`src/hw/fbc_pkg.sv`:
```
// Constants, opcodes and register indices of the four-bit core datapath.
// Assumes one 200 MHz clock domain and an APB register port.
package fbc_pkg;

  // ****************************************
  // Widths and fixed addresses
  // ****************************************
  localparam int PC_W = 12;
  localparam int STACK_W = 13;
  localparam int STACK_DEPTH = 4;
  localparam logic [11:0] RESET_VECTOR = 12'h000;
  localparam logic [11:0] TIMER_VECTOR = 12'h002;
  localparam logic [11:0] PORT_VECTOR = 12'h004;

  // ****************************************
  // System register indices (byte address is four times the index)
  // ****************************************
  localparam logic [5:0] IDX_TBR = 6'h0e;
  localparam logic [5:0] IDX_INX = 6'h0f;
  localparam logic [5:0] IDX_DPL = 6'h10;
  localparam logic [5:0] IDX_DPM = 6'h11;
  localparam logic [5:0] IDX_DPH = 6'h12;
  localparam logic [5:0] IDX_STATUS = 6'h20;
  localparam logic [5:0] IDX_CTRL = 6'h21;

  // Status word field positions
  localparam int ST_ACC_LSB = 12;
  localparam int ST_CY_BIT = 16;
  localparam int ST_DEPTH_LSB = 17;

  // ****************************************
  // Reset values and decimal-adjust constants
  // ****************************************
  localparam logic [3:0] TBR_RST = 4'h0;
  localparam logic [3:0] DPL_RST = 4'h0;
  localparam logic [2:0] DPM_RST = 3'h0;
  localparam logic [2:0] DPH_RST = 3'h0;
  localparam logic CTRL_RUN_RST = 1'b1;
  localparam logic [3:0] BCD_MAX = 4'h9;
  localparam logic [3:0] BCD_ADD_FIX = 4'h6;
  localparam logic [3:0] BCD_SUB_FIX = 4'ha;

  // Instruction codes offered on the issue port
  typedef enum logic [4:0] {
    OP_NOP = 5'h00, OP_ADD = 5'h01, OP_ADC = 5'h02, OP_SUB = 5'h03,
    OP_SBC = 5'h04, OP_ADI = 5'h05, OP_SBI = 5'h06, OP_DAA = 5'h07,
    OP_DAS = 5'h08, OP_AND = 5'h09, OP_EOR = 5'h0a, OP_OR = 5'h0b,
    OP_ANDIM = 5'h0c, OP_EORIM = 5'h0d, OP_ORIM = 5'h0e, OP_BA = 5'h0f,
    OP_BAZ = 5'h10, OP_BNZ = 5'h11, OP_BC = 5'h12, OP_BNC = 5'h13,
    OP_SHR = 5'h14, OP_LDA = 5'h15, OP_STA = 5'h16, OP_JMP = 5'h17,
    OP_CALL = 5'h18, OP_RETURN_FROM_INTERRUPT_OP = 5'h19, OP_RETURN_WITH_CONSTANT_OP = 5'h1a, OP_TABLE_JUMP_OP = 5'h1b
  } fbc_op_t;

endpackage

```
`src/hw/fbc_core.sv`:
```
// Four-bit core datapath: program counter, ALU with carry, accumulator,
// table branch register, data pointer and the shared return stack.
// Assumes an external sequencer offers one decoded instruction per cycle,
// program and data memory outside, and APB access on the same clock.
//
// Chosen here: the placing of the registers and register access over APB.
`timescale 1ns/1ps

// Operation
// RQ1 - Twelve-bit counter: page bit plus eleven-bit count
// RQ2 - Jump can set the page bit
// RQ3 - Counter loaded each instruction, 4K reach
// RQ4 - ALU arithmetic, decimal, logic, branch, shift
// RQ5 - Carry captures arithmetic overflow or borrow
// RQ6 - Carry pushed; interrupt return restores, constant return not
// RQ7 - Four-bit accumulator, transfers with registers and memory
// RQ8 - Table jump target: page nibble, table, accumulator
// RQ9 - Constant return loads table and accumulator
// RQ10 - Pointer of three, three and four bits
// RQ11 - Index location uses the pointer address
// RQ12 - Four thirteen-bit entries, carry on top bit
// RQ13 - Last-in first-out, popped by both returns
// RQ14 - Calls and interrupts share one stack
// RQ15 - Fifth push drops the oldest entry
// RQ16 - State held during low-power modes
// RQ17 - Reset, timer and port vectors
// RQ18 - Table, index and pointer as system registers
// RQ19 - Decimal adjust follows conventional BCD correction
module fbc_core import fbc_pkg::*; (
  input wire logic pclk,
  input wire logic presetn,
  input wire logic clk_en,
  input wire logic psel,
  input wire logic penable,
  input wire logic pwrite,
  input wire logic [7:0] paddr,
  input wire logic [31:0] pwdata,
  output logic [31:0] prdata,
  output logic pready,
  output logic pslverr,
  input wire logic instr_valid,
  input wire logic [4:0] instr_op,
  input wire logic [11:0] instr_addr,
  input wire logic [7:0] instr_imm,
  input wire logic [3:0] mem_rdata,
  input wire logic irq_timer,
  input wire logic irq_port,
  input wire logic low_power_mode,
  output logic [11:0] fetch_addr,
  output logic [3:0] accum_reg,
  output logic carry_flag,
  output logic [3:0] table_branch_reg,
  output logic [2:0] pointer_high_part,
  output logic [2:0] pointer_middle_part,
  output logic [3:0] pointer_low_part,
  output logic mem_we,
  output logic [9:0] mem_addr,
  output logic [3:0] mem_wdata,
  output logic irq_ack
);

  // ****************************************
  // Issue decode
  // ****************************************
  fbc_op_t op;
  logic run_en;
  logic push;
  logic pop;
  logic [STACK_W-1:0] push_data;
  logic [STACK_W-1:0] stack_top;
  logic [2:0] stack_depth;
  logic [3:0] next_acc;
  logic next_cy;
  logic [11:0] next_pc;
  logic [3:0] next_tbr_exec;
  logic wr_en;
  logic [3:0] wr_val;

  // Low-power mode blocks issue, so every register not written over APB holds
  assign op = fbc_op_t'(instr_op);
  wire logic active = run_en && !low_power_mode; // RQ16
  wire logic step = active && instr_valid;
  wire logic irq_any = irq_timer || irq_port;
  wire logic irq_take = active && !instr_valid && irq_any;

  // Address decode of the instruction's memory operand
  wire logic hit_tbr = instr_addr == {6'h00, IDX_TBR};
  wire logic hit_inx = instr_addr == {6'h00, IDX_INX};
  wire logic hit_dpl = instr_addr == {6'h00, IDX_DPL};
  wire logic hit_dpm = instr_addr == {6'h00, IDX_DPM};
  wire logic hit_dph = instr_addr == {6'h00, IDX_DPH};
  wire logic hit_sys = hit_tbr || hit_dpl || hit_dpm || hit_dph; // RQ18
  wire logic [9:0] pointer_addr =
    {pointer_high_part, pointer_middle_part, pointer_low_part}; // RQ10

  // System registers are read here; everything else comes from memory
  wire logic [3:0] sys_val =
    hit_tbr ? table_branch_reg :
    hit_dpl ? pointer_low_part :
    hit_dpm ? {1'b0, pointer_middle_part} :
    {1'b0, pointer_high_part};
  wire logic [3:0] src = hit_sys ? sys_val : mem_rdata; // RQ7

  // Sequential address: page bit kept, only the low eleven bits count
  wire logic [11:0] pc_inc = {fetch_addr[11], fetch_addr[10:0] + 11'h001}; // RQ1
  wire logic [11:0] br_target = {fetch_addr[11], instr_addr[10:0]};
  wire logic [11:0] table_jump_op_target =
    {fetch_addr[11:8], table_branch_reg, accum_reg}; // RQ8

  // Five-bit operands keep the carry out of each nibble sum
  wire logic [4:0] a5 = {1'b0, accum_reg};
  wire logic [4:0] s5 = {1'b0, src};
  wire logic [4:0] i5 = {1'b0, instr_imm[3:0]};
  wire logic [4:0] c5 = {4'h0, carry_flag};
  wire logic [4:0] b5 = {4'h0, ~carry_flag};

  // ****************************************
  // ALU and next-state selection
  // ****************************************
  // Subtraction leaves carry set when no borrow occurred
  always_comb begin
    logic [4:0] r5;
    r5 = 5'h00;
    next_acc = accum_reg;
    next_cy = carry_flag;
    next_pc = pc_inc; // RQ3
    next_tbr_exec = table_branch_reg;
    push = 1'b0;
    pop = 1'b0;
    push_data = {carry_flag, pc_inc};
    wr_en = 1'b0;
    wr_val = accum_reg;
    case (op)
      OP_ADD, OP_ADC, OP_ADI: begin
        r5 = (op == OP_ADI) ? a5 + i5 : a5 + s5 + ((op == OP_ADC) ? c5 : 5'h00);
        next_acc = r5[3:0]; // RQ4
        next_cy = r5[4]; // RQ5
      end
      OP_SUB, OP_SBC, OP_SBI: begin
        r5 = (op == OP_SBI) ? a5 - i5 : a5 - s5 - ((op == OP_SBC) ? b5 : 5'h00);
        next_acc = r5[3:0]; // RQ4
        next_cy = ~r5[4]; // RQ5
      end
      OP_DAA: begin
        if (accum_reg > BCD_MAX || carry_flag) begin
          next_acc = accum_reg + BCD_ADD_FIX; // RQ19
          next_cy = 1'b1;
        end
      end
      OP_DAS: begin
        if (!carry_flag) begin
          next_acc = accum_reg + BCD_SUB_FIX; // RQ19
        end
      end
      OP_AND: next_acc = accum_reg & src;
      OP_EOR: next_acc = accum_reg ^ src;
      OP_OR: next_acc = accum_reg | src;
      OP_ANDIM, OP_EORIM, OP_ORIM: begin
        wr_en = 1'b1;
        wr_val = (op == OP_ANDIM) ? src & instr_imm[3:0] :
                 (op == OP_EORIM) ? src ^ instr_imm[3:0] : src | instr_imm[3:0]; // RQ4
      end
      OP_BA: begin
        if (accum_reg[instr_imm[1:0]]) begin
          next_pc = br_target;
        end
      end
      OP_BAZ: begin
        if (accum_reg == 4'h0) begin
          next_pc = br_target;
        end
      end
      OP_BNZ: begin
        if (accum_reg != 4'h0) begin
          next_pc = br_target;
        end
      end
      OP_BC: begin
        if (carry_flag) begin
          next_pc = br_target;
        end
      end
      OP_BNC: begin
        if (!carry_flag) begin
          next_pc = br_target;
        end
      end
      OP_SHR: begin
        next_acc = {1'b0, accum_reg[3:1]}; // RQ4
        next_cy = accum_reg[0];
      end
      OP_LDA: next_acc = src; // RQ7
      OP_STA: wr_en = 1'b1;
      OP_JMP: next_pc = instr_addr; // RQ2
      OP_CALL: begin
        push = 1'b1; // RQ14
        next_pc = br_target;
      end
      OP_RETURN_FROM_INTERRUPT_OP: begin
        pop = 1'b1;
        next_pc = stack_top[11:0]; // RQ13
        next_cy = stack_top[12]; // RQ6
      end
      OP_RETURN_WITH_CONSTANT_OP: begin
        pop = 1'b1;
        next_pc = stack_top[11:0]; // RQ13
        next_tbr_exec = instr_imm[7:4]; // RQ9
        next_acc = instr_imm[3:0];
      end
      OP_TABLE_JUMP_OP: next_pc = table_jump_op_target; // RQ8
      default: next_pc = pc_inc;
    endcase
    if (wr_en && hit_tbr) begin
      next_tbr_exec = wr_val;
    end
  end

  // Interrupt entry saves the address of the instruction not yet run
  wire logic do_push = (step && push) || irq_take; // RQ14
  wire logic do_pop = step && pop;
  wire logic [STACK_W-1:0] stack_in =
    irq_take ? {carry_flag, fetch_addr} : push_data; // RQ6
  wire logic [11:0] irq_vector = irq_timer ? TIMER_VECTOR : PORT_VECTOR; // RQ17

  fbc_stack u_stack (
    .pclk(pclk),
    .presetn(presetn),
    .clk_en(clk_en),
    .push(do_push),
    .pop(do_pop),
    .push_data(stack_in),
    .top(stack_top),
    .depth(stack_depth)
  );

  // ****************************************
  // APB slave decode
  // ****************************************
  wire logic [5:0] apb_idx = paddr[7:2];
  wire logic apb_map = (paddr[1:0] == 2'b00) &&
    (apb_idx == IDX_TBR || apb_idx == IDX_INX || apb_idx == IDX_DPL ||
     apb_idx == IDX_DPM || apb_idx == IDX_DPH || apb_idx == IDX_STATUS ||
     apb_idx == IDX_CTRL);
  wire logic apb_wr = psel && penable && pready && pwrite && apb_map;
  wire logic [31:0] status_word = {12'h000, stack_depth, carry_flag, accum_reg, fetch_addr};
  // Index location has no backing here, so software reads it as zero
  wire logic [31:0] apb_rd =
    (apb_idx == IDX_TBR) ? {28'h0, table_branch_reg} :
    (apb_idx == IDX_DPL) ? {28'h0, pointer_low_part} :
    (apb_idx == IDX_DPM) ? {29'h0, pointer_middle_part} :
    (apb_idx == IDX_DPH) ? {29'h0, pointer_high_part} :
    (apb_idx == IDX_STATUS) ? status_word :
    (apb_idx == IDX_CTRL) ? {31'h0, run_en} : 32'h0;

  // Software writes win over an instruction writing the same register
  wire logic sw_tbr = apb_wr && apb_idx == IDX_TBR;
  wire logic sw_dpl = apb_wr && apb_idx == IDX_DPL;
  wire logic sw_dpm = apb_wr && apb_idx == IDX_DPM;
  wire logic sw_dph = apb_wr && apb_idx == IDX_DPH;
  wire logic ex_wr = step && wr_en;

  // One wait state: pready rises in the second access cycle
  always_ff @(posedge pclk or negedge presetn) begin
    if (!presetn) begin
      pready <= 1'b0;
      pslverr <= 1'b0;
      prdata <= 32'h0;
    end else if (clk_en) begin
      pready <= psel && penable && !pready;
      pslverr <= psel && penable && !pready && !apb_map;
      prdata <= (psel && penable && !pready && !pwrite && apb_map) ? apb_rd : 32'h0;
    end
  end

  always_ff @(posedge pclk or negedge presetn) begin
    if (!presetn) begin
      run_en <= CTRL_RUN_RST;
    end else if (clk_en && apb_wr && apb_idx == IDX_CTRL) begin
      run_en <= pwdata[0];
    end
  end

  // ****************************************
  // Program counter, accumulator and carry
  // ****************************************
  always_ff @(posedge pclk or negedge presetn) begin
    if (!presetn) begin
      fetch_addr <= RESET_VECTOR; // RQ17
      accum_reg <= 4'h0;
      carry_flag <= 1'b0;
      irq_ack <= 1'b0;
    end else if (clk_en) begin
      irq_ack <= irq_take;
      if (step) begin
        fetch_addr <= next_pc; // RQ3
        accum_reg <= next_acc;
        carry_flag <= next_cy;
      end else if (irq_take) begin
        fetch_addr <= irq_vector; // RQ17
      end
    end
  end

  // ****************************************
  // Table branch register and data pointer
  // ****************************************
  always_ff @(posedge pclk or negedge presetn) begin
    if (!presetn) begin
      table_branch_reg <= TBR_RST;
    end else if (clk_en && sw_tbr) begin
      table_branch_reg <= pwdata[3:0];
    end else if (clk_en && step) begin
      table_branch_reg <= next_tbr_exec; // RQ9
    end
  end

  always_ff @(posedge pclk or negedge presetn) begin
    if (!presetn) begin
      pointer_low_part <= DPL_RST;
      pointer_middle_part <= DPM_RST;
      pointer_high_part <= DPH_RST;
    end else if (clk_en) begin
      if (sw_dpl || (ex_wr && hit_dpl)) begin
        pointer_low_part <= sw_dpl ? pwdata[3:0] : wr_val; // RQ18
      end
      if (sw_dpm || (ex_wr && hit_dpm)) begin
        pointer_middle_part <= sw_dpm ? pwdata[2:0] : wr_val[2:0];
      end
      if (sw_dph || (ex_wr && hit_dph)) begin
        pointer_high_part <= sw_dph ? pwdata[2:0] : wr_val[2:0];
      end
    end
  end

  // Memory write strobe follows the instruction by one cycle
  always_ff @(posedge pclk or negedge presetn) begin
    if (!presetn) begin
      mem_we <= 1'b0;
      mem_addr <= 10'h000;
      mem_wdata <= 4'h0;
    end else if (clk_en) begin
      mem_we <= ex_wr && !hit_sys;
      if (ex_wr && !hit_sys) begin
        mem_addr <= hit_inx ? pointer_addr : instr_addr[9:0]; // RQ11
        mem_wdata <= wr_val;
      end
    end
  end
endmodule

```
`src/hw/fbc_stack.sv`:
```
// Four-entry return stack holding carry and program counter.
// Assumes the core never pushes and pops in the same cycle.
`timescale 1ns/1ps
module fbc_stack import fbc_pkg::*; (
  input wire logic pclk,
  input wire logic presetn,
  input wire logic clk_en,
  input wire logic push,
  input wire logic pop,
  input wire logic [STACK_W-1:0] push_data,
  output logic [STACK_W-1:0] top,
  output logic [2:0] depth
);

  logic [STACK_W-1:0] entry [STACK_DEPTH]; // RQ12

  // ****************************************
  // Shift-register entries
  // ****************************************
  // A push shifts every entry down, so a fifth push loses the bottom one
  for (genvar i = 0; i < STACK_DEPTH; i++) begin : g_entry
    wire logic [STACK_W-1:0] from_above = (i == 0) ? push_data : entry[(i == 0) ? 0 : i-1];
    wire logic [STACK_W-1:0] from_below =
      (i == STACK_DEPTH-1) ? '0 : entry[(i == STACK_DEPTH-1) ? i : i+1];
    always_ff @(posedge pclk or negedge presetn) begin
      if (!presetn) begin
        entry[i] <= '0;
      end else if (clk_en && push) begin
        entry[i] <= from_above; // RQ15
      end else if (clk_en && pop) begin
        entry[i] <= from_below; // RQ13
      end
    end
  end

  assign top = entry[0];

  // Depth saturates at four; overflow simply keeps the pool full
  always_ff @(posedge pclk or negedge presetn) begin
    if (!presetn) begin
      depth <= 3'h0;
    end else if (clk_en && push && depth != 3'(STACK_DEPTH)) begin
      depth <= depth + 3'h1;
    end else if (clk_en && pop && depth != 3'h0) begin
      depth <= depth - 3'h1;
    end
  end

endmodule
```
`config.mk`:
```
export PLATFORM = sky130hd
export DESIGN_NAME = fbc_core
export DESIGN_NICKNAME = d
export VERILOG_FILES = /design/src/hw/fbc_pkg.sv /design/src/hw/fbc_core.sv /design/src/hw/fbc_stack.sv
export SDC_FILE = /design/constraint.sdc
export NUM_CORES = 1
export LEC_CHECK = 0
export ABC_AREA = 1
export BUFFER_PORTS_ARGS = -buffer_cell sky130_fd_sc_hd__buf_2
export CAP_MARGIN = 40
export CORE_MARGIN = 5
export CORE_UTILIZATION = 30
export DETAILED_ROUTE_END_ITERATION = 10
export HOLD_SLACK_MARGIN = 0.15
export PLACE_DENSITY = 0.45
export SYNTH_ARGS = -nofsm -noshare
export SYNTH_HDL_FRONTEND = slang
export SYNTH_HIERARCHICAL = 1
export SYNTH_SLANG_ARGS = --single-unit
```
`constraint.sdc`:
```
create_clock -name pclk -period 6.6 [get_ports pclk]
set_input_delay 1.65 -clock pclk [delete_from_list [all_inputs] [get_ports pclk]]
set_output_delay 1.65 -clock pclk [all_outputs]
set_load 0.03 [all_outputs]
```
* Yosys cells after proc, flatten, opt, wreduce, memory -nomap -nowiden *
Cells that the tools add are included.

cells by class
  bitwise logic cells = 8
  multiply operators = 0
  equal/unequal tests = 50
  multiplexer cells = 56
  order comparisons = 2
  add/subtract/negate cells = 11
  reductions and logical operators = 80
  shifts and indexed selects = 0
  divide/modulo/power cells = 0

operator list
  cell                     count
  $mux W20                 6
  $pmux W12 S9             1
  $mux W13                 8
  $mux W11                 6
  $eq A5 B5 Y1 const B     12
  $mux W4                  13
  $eq A5 B4 Y1 const B     8
  $pmux W4 S10             1
  $eq A12 B5 Y1 const B    3
  $logic_and A1 B1 Y1      33
  $eq A12 B4 Y1 const B    2
  $mux W12                 2
  $eq A5 B3 Y1 const B     4
  $eq A6 B5 Y1 const B     3
  $mux W3                  6
  $ne A2 B2 Y1 const B     9
  $logic_or A1 B1 Y1       15
  $eq A6 B4 Y1 const B     2
  $eq A6 B6 Y1 const B     2
  $reduce_and A2 Y1        6
  $add A11 B1 Y11 const B  1
  $add A4 B4 Y5            2
  $eq A5 B2 Y1 const B     2
  $mux W10                 1
  other kinds (35)         59

word-level totals
  RAM bits = 0
  register bits = 137
  bits in read-only memories = 0
  output and inout bits = 81
  memories kept = 0
  logic and storage cells = 229
  input port bits = 79
  latch bits = 0

* Longest topological paths before layout *
  word-level depth = 13
  mapped depth = 23
  gate-level depth less buffers = 23

* Modules after synthesis *
Netlist, hierarchy kept.

by module, submodules not included
  module     cells an instance  times used  area each (sq um)  sequential area each (sq um)
  fbc_core   1042               1           6681.4             1752.9
  fbc_stack  269                1           2516.2             1376.3

* Worst setup path after synthesis *
OpenSTA, ideal clock, no wires.

  kind = input -> register
  start = input instr_addr[3]
  end = register accum_reg[2]
  stages on the path = 17
  data required time = 6538 ps
  buffers on the path = 1
  arrival = 4248 ps
  setup slack = 2290 ps
  setup time = 62 ps
  cells stage by stage = buf_2 inv_1 nand2_1 nor2_1 o21ai_1 nand2_4 or2_1 nand2_1 inv_1 fa_1 fa_1 or2_2 a21boi_0 nor2_1 nand3_1 nand2_1 inv_1

between the ends
  longest elaborated chain between the ends = 9
  elaborated cells on any way between the ends = 21
  classes of those cells = add/sub: 4; eq/ne: 4; mux: 7; bitwise: 3; reduce/logical: 3

ends and longest elaborated chain
  element                                         line                              RTL
  start: declaration                              fbc_core.sv:43                    input wire logic [11:0] instr_addr,
  $eq A12 B5 Y1, or another cell as far along     fbc_core.sv:90                    wire logic hit_dpm = instr_addr == {6'h00, IDX_DPM};
  $mux W3 or $logic_or A1 B1 Y1 (tied branches)   fbc_core.sv:100, fbc_core.sv:92
  $mux W4 or $logic_or A1 B1 Y1 (tied branches)   fbc_core.sv:99, fbc_core.sv:92
  $mux W4 or $logic_or A1 B1 Y1 (tied branches)   fbc_core.sv:98, fbc_core.sv:92
  $mux W4 *                                       fbc_core.sv:102                   wire logic [3:0] src = hit_sys ? sys_val : mem_rdata;
  $sub A4 B4 Y5 or $add A4 B4 Y5 (tied branches)  fbc_core.sv:140, fbc_core.sv:135
  $sub A5 B1 Y5 or $add A5 B1 Y5 (tied branches)  fbc_core.sv:140, fbc_core.sv:135
  $mux W5, on equally long branches               fbc_core.sv:140, fbc_core.sv:135
  $pmux W4 S10 *                                  fbc_core.sv:133                   case (op)
  end signal: assignment                          fbc_core.sv:296                   accum_reg <= next_acc;
  end: declaration                                fbc_core.sv:50                    output logic [3:0] accum_reg,

Every way passes the cells marked *; elsewhere a longest branch is shown, timed or not.
A chain may end at the register's enable or synchronous reset.

* Final worst setup path *
  start = input instr_addr[2]
  end = register accum_reg[2]

Same word-level chain as after synthesis.

==> flow_summary.yaml <==
status:
  outcome: "completed"
cts:
  post_cts_resized: 0
  clock_sinks: 125
  htreeDepth: 4
  cts_hold_buf: 0
  cts-buffers-inserted: 17
  clk_latency_ns: 0.44
  clk_pin_slew_ns: 0.07
  clock_path_buffers: 2
  cts_root_buf: "clkbuf_16"
  post_cts.repair.setup_buffers: 0
  cts_tree: "built"
layout:
  drive_above_1_share: 0.158
  area_delta_synth_final_pct: 14.8
  final_common_cell: "nand2_1"
  final_util: 0.347
  final_cell_mix: "nand2_1 (364), inv_1 (144), dfrtp_1 (124)"
  nets: 1529
  largest_reg_flops: 39
timing:
  finalSetupTns_ns: 0
  setup_viol: 0
  hold_viol: 0
  tightest_slew_ns: 0.835
  fin_crit_sh: 0.681
  maxSlewViolCount: 0
  slew_headroom: 0.442
  skew_ns: 0.0149
  fmax_mhz: 223
  fin_crit_ns: 4.49
  rsz0062_at_grt: "false"
grt:
  grt_pass1_vias: 8815
  grt_pass1_wl_um: 52100
  grt_overflow: 0
  grt_max_degree: 84
  antenna_found_initial: 2
  track_usage: 0.197
die:
  start_util: 0.302
  die_h_um: 185
  die_x_um: 185
  io_pins: 160
  die-area_um2: 34300
  rows: 64
  coreArea_um2: 30400
critical_path:
  startpoint_type: "input pin"
  cp-endpoint: "accum_reg[2]"
  crit_buf_inv: 5
  cp_data_required_time_ns: 6.99
  crit_type: "in2reg"
  reg2reg_from: "carry_flag"
  worst_setup_path_startpoint: "instr_addr[2]"
  slowest_delay_ns: 0.43
  crit_path_end_kind: "flip-flop"
  worstPathCellList: "buf_2, inv_1, nand2_1, nor3_2, nand2_2, nand2_1, inv_1, nand2_4, nand3_1, nand2_1, inv_1, fa_1, fa_1, or2_2, a21boi_0, nor2_1, nand3_1, nand2_1, inv_1"
  reg2reg_depth: 12
  path_delay_family: "simple AND/OR/NAND/NOR gates"
  crit_fanout: 6
  rr_endpoint: "carry_flag"
  regToRegSetupSlack_ns: 3.26
  cp.arrival_ns: 4.88
  slowest_stage: "fa_1"
  cp.depth: 19
yosys:
  synth_mux_area_frac: 0
  synth_edf_count: 0
  yosysTopAreaCell: "dfrtp_1"
  synth_area_leaders: "dfrtp_1 (34%), nand2_1 (15%), nand3_1 (6.0%)"
  synthCells: 1311
  synth_area_um2: 9200
  synth_simple_gate_area_frac: 0.303
  yosysWarnings: 6
  synth-seq-cells: 125
  synthFlopType: "dfrtp_1"
  synthXorXnorAreaFrac: 0.0133
  synth.avg_cell_area_um2: 7.02
  async_reset_ff_frac: 1.00
  synth_fa_ha_area_frac: 0.0596
  synth_compound_area_frac: 0.182
  synth_top_area_share: 0.337
  ys_seq_area_frac: 0.340
  synth_top_family_by_area: "simple AND/OR/NAND/NOR gates"
  yosysUniqueCellTypes: 50
power:
  total_leakage_power_nw: 5.43
  max-vdd-ir-drop_v: 0.000172
  power.density_nw_per_um2: 175
run:
  maxCapViolations: 0
routing:
  vias_per_cell: 5.01
  drtPass1Iterations: 5
  wire_per_inst_um: 18.3
  vias: 9116
  post-route-drc-count: 0
  ant_nets: 0
  drt-initial-drc-count: 605
  routed_wirelength_um: 33400
placement:
  gp_congestion: 0.901
  dpl.hpwl_um: 25000
  io_buffer_count: 119
worst_hold_path:
  hold_path_class: "reg2reg"
-- cell usage after synthesis (3+ instances only) --
library cell  instances
a21oi_1              51
a22oi_1               5
a31oi_1              13
buf_2                12
buf_4                17
buf_6                10
clkbuf_1             14
dfrtp_1             124
fa_1                  8
ha_1                 31
inv_1               144
inv_2                10
nand2_1             364
nand2_2              11
nand3_1             111
nand4_1              12
nand4_2               3
nor2_1              105
nor2_2                4
nor2_4                6
nor3_1                8
o211ai_1             12
o211ai_2              8
o21ai_0             106
o21ai_1              40
o21ai_2              14
o22ai_1              21
o31ai_1               3
or2_2                 3
xor2_1               12
-- per-layer routing --
metal,global-route usage,share of wire,wire length (um)
met5,0,0.00033,11
met3,0.0346,0.054,1800
met1,0.286,0.48,16200
met2,0.307,0.45,14900
met4,0.0452,0.016,530
-- tightest hold or removal path: stages (launching register included) --
cell and delay (ns):
dfrtp_1 0.34, nand2_1 0.06, o21ai_2 0.05
-- final cells by class --
| class | instances | area, um2 |
|---|---|---|
| fillers | 3398 | 19900 |
| multi-input cells | 989 | 5170 |
| flip-flops and latches | 125 | 3130 |
| repair buffers | 124 | 639 |
| inverters | 154 | 578 |
| well taps | 396 | 495 |
| clock buffers | 19 | 433 |
| clock inverters | 13 | 108 |
| diodes | 1 | 2.50 |
-- where the power goes --
part | internal, mW | leakage (nW) | switching (mW)
clock network | 0.489 | 0.259 | 0.413
logic | 0.0470 | 3.60 | 0.130
registers | 0.768 | 1.58 | 0.00101
total | 1.30 | 5.43 | 0.544
-- through the flow --
step	power (mW)	hold WS [ns]	area, um2	setup slack (ns)	instances
after global placement	0.961	0.461	10000	1.70	1788
after floorplan	0.886	0.453	9240	2.29	1322
after detailed placement	0.960	0.463	10000	1.65	1788
final	1.85	0.477	10600	2.11	1821
after CTS	1.87	0.479	10600	2.11	1820
after global routing	1.92	0.494	10600	1.75	1820
-- how the worst min path moves through the flow --
stage	from	to	depth (start not counted)
2_1_floorplan	u_stack/g_entry[1].from_below[10]	u_stack/g_entry[2].from_below[10]	2
3_3_place_gp	prdata[17]	prdata[17]	2
3_5_place_dp	prdata[9]	prdata[9]	2
4_1_cts	prdata[8]	prdata[8]	2
5_1_grt	prdata[19]	prdata[19]	2
6_report	prdata[6]	prdata[6]	2
-- kinds of logic (layout without fill, tap and decap cells) --
| logic type | count (synthesis) | after routing |
|---|---|---|
| xor gates and xnor gates | 14 | 14 |
| buffers and inverters | 208 | 310 |
| DFF | 125 | 125 |
| and+or+nand+nor | 640 | 640 |
| adders and majority gates | 39 | 39 |
| other | 1 | 13 |
| AOI/OAI and AO/OA | 284 | 284 |
(Power assumes the default switching activity.)
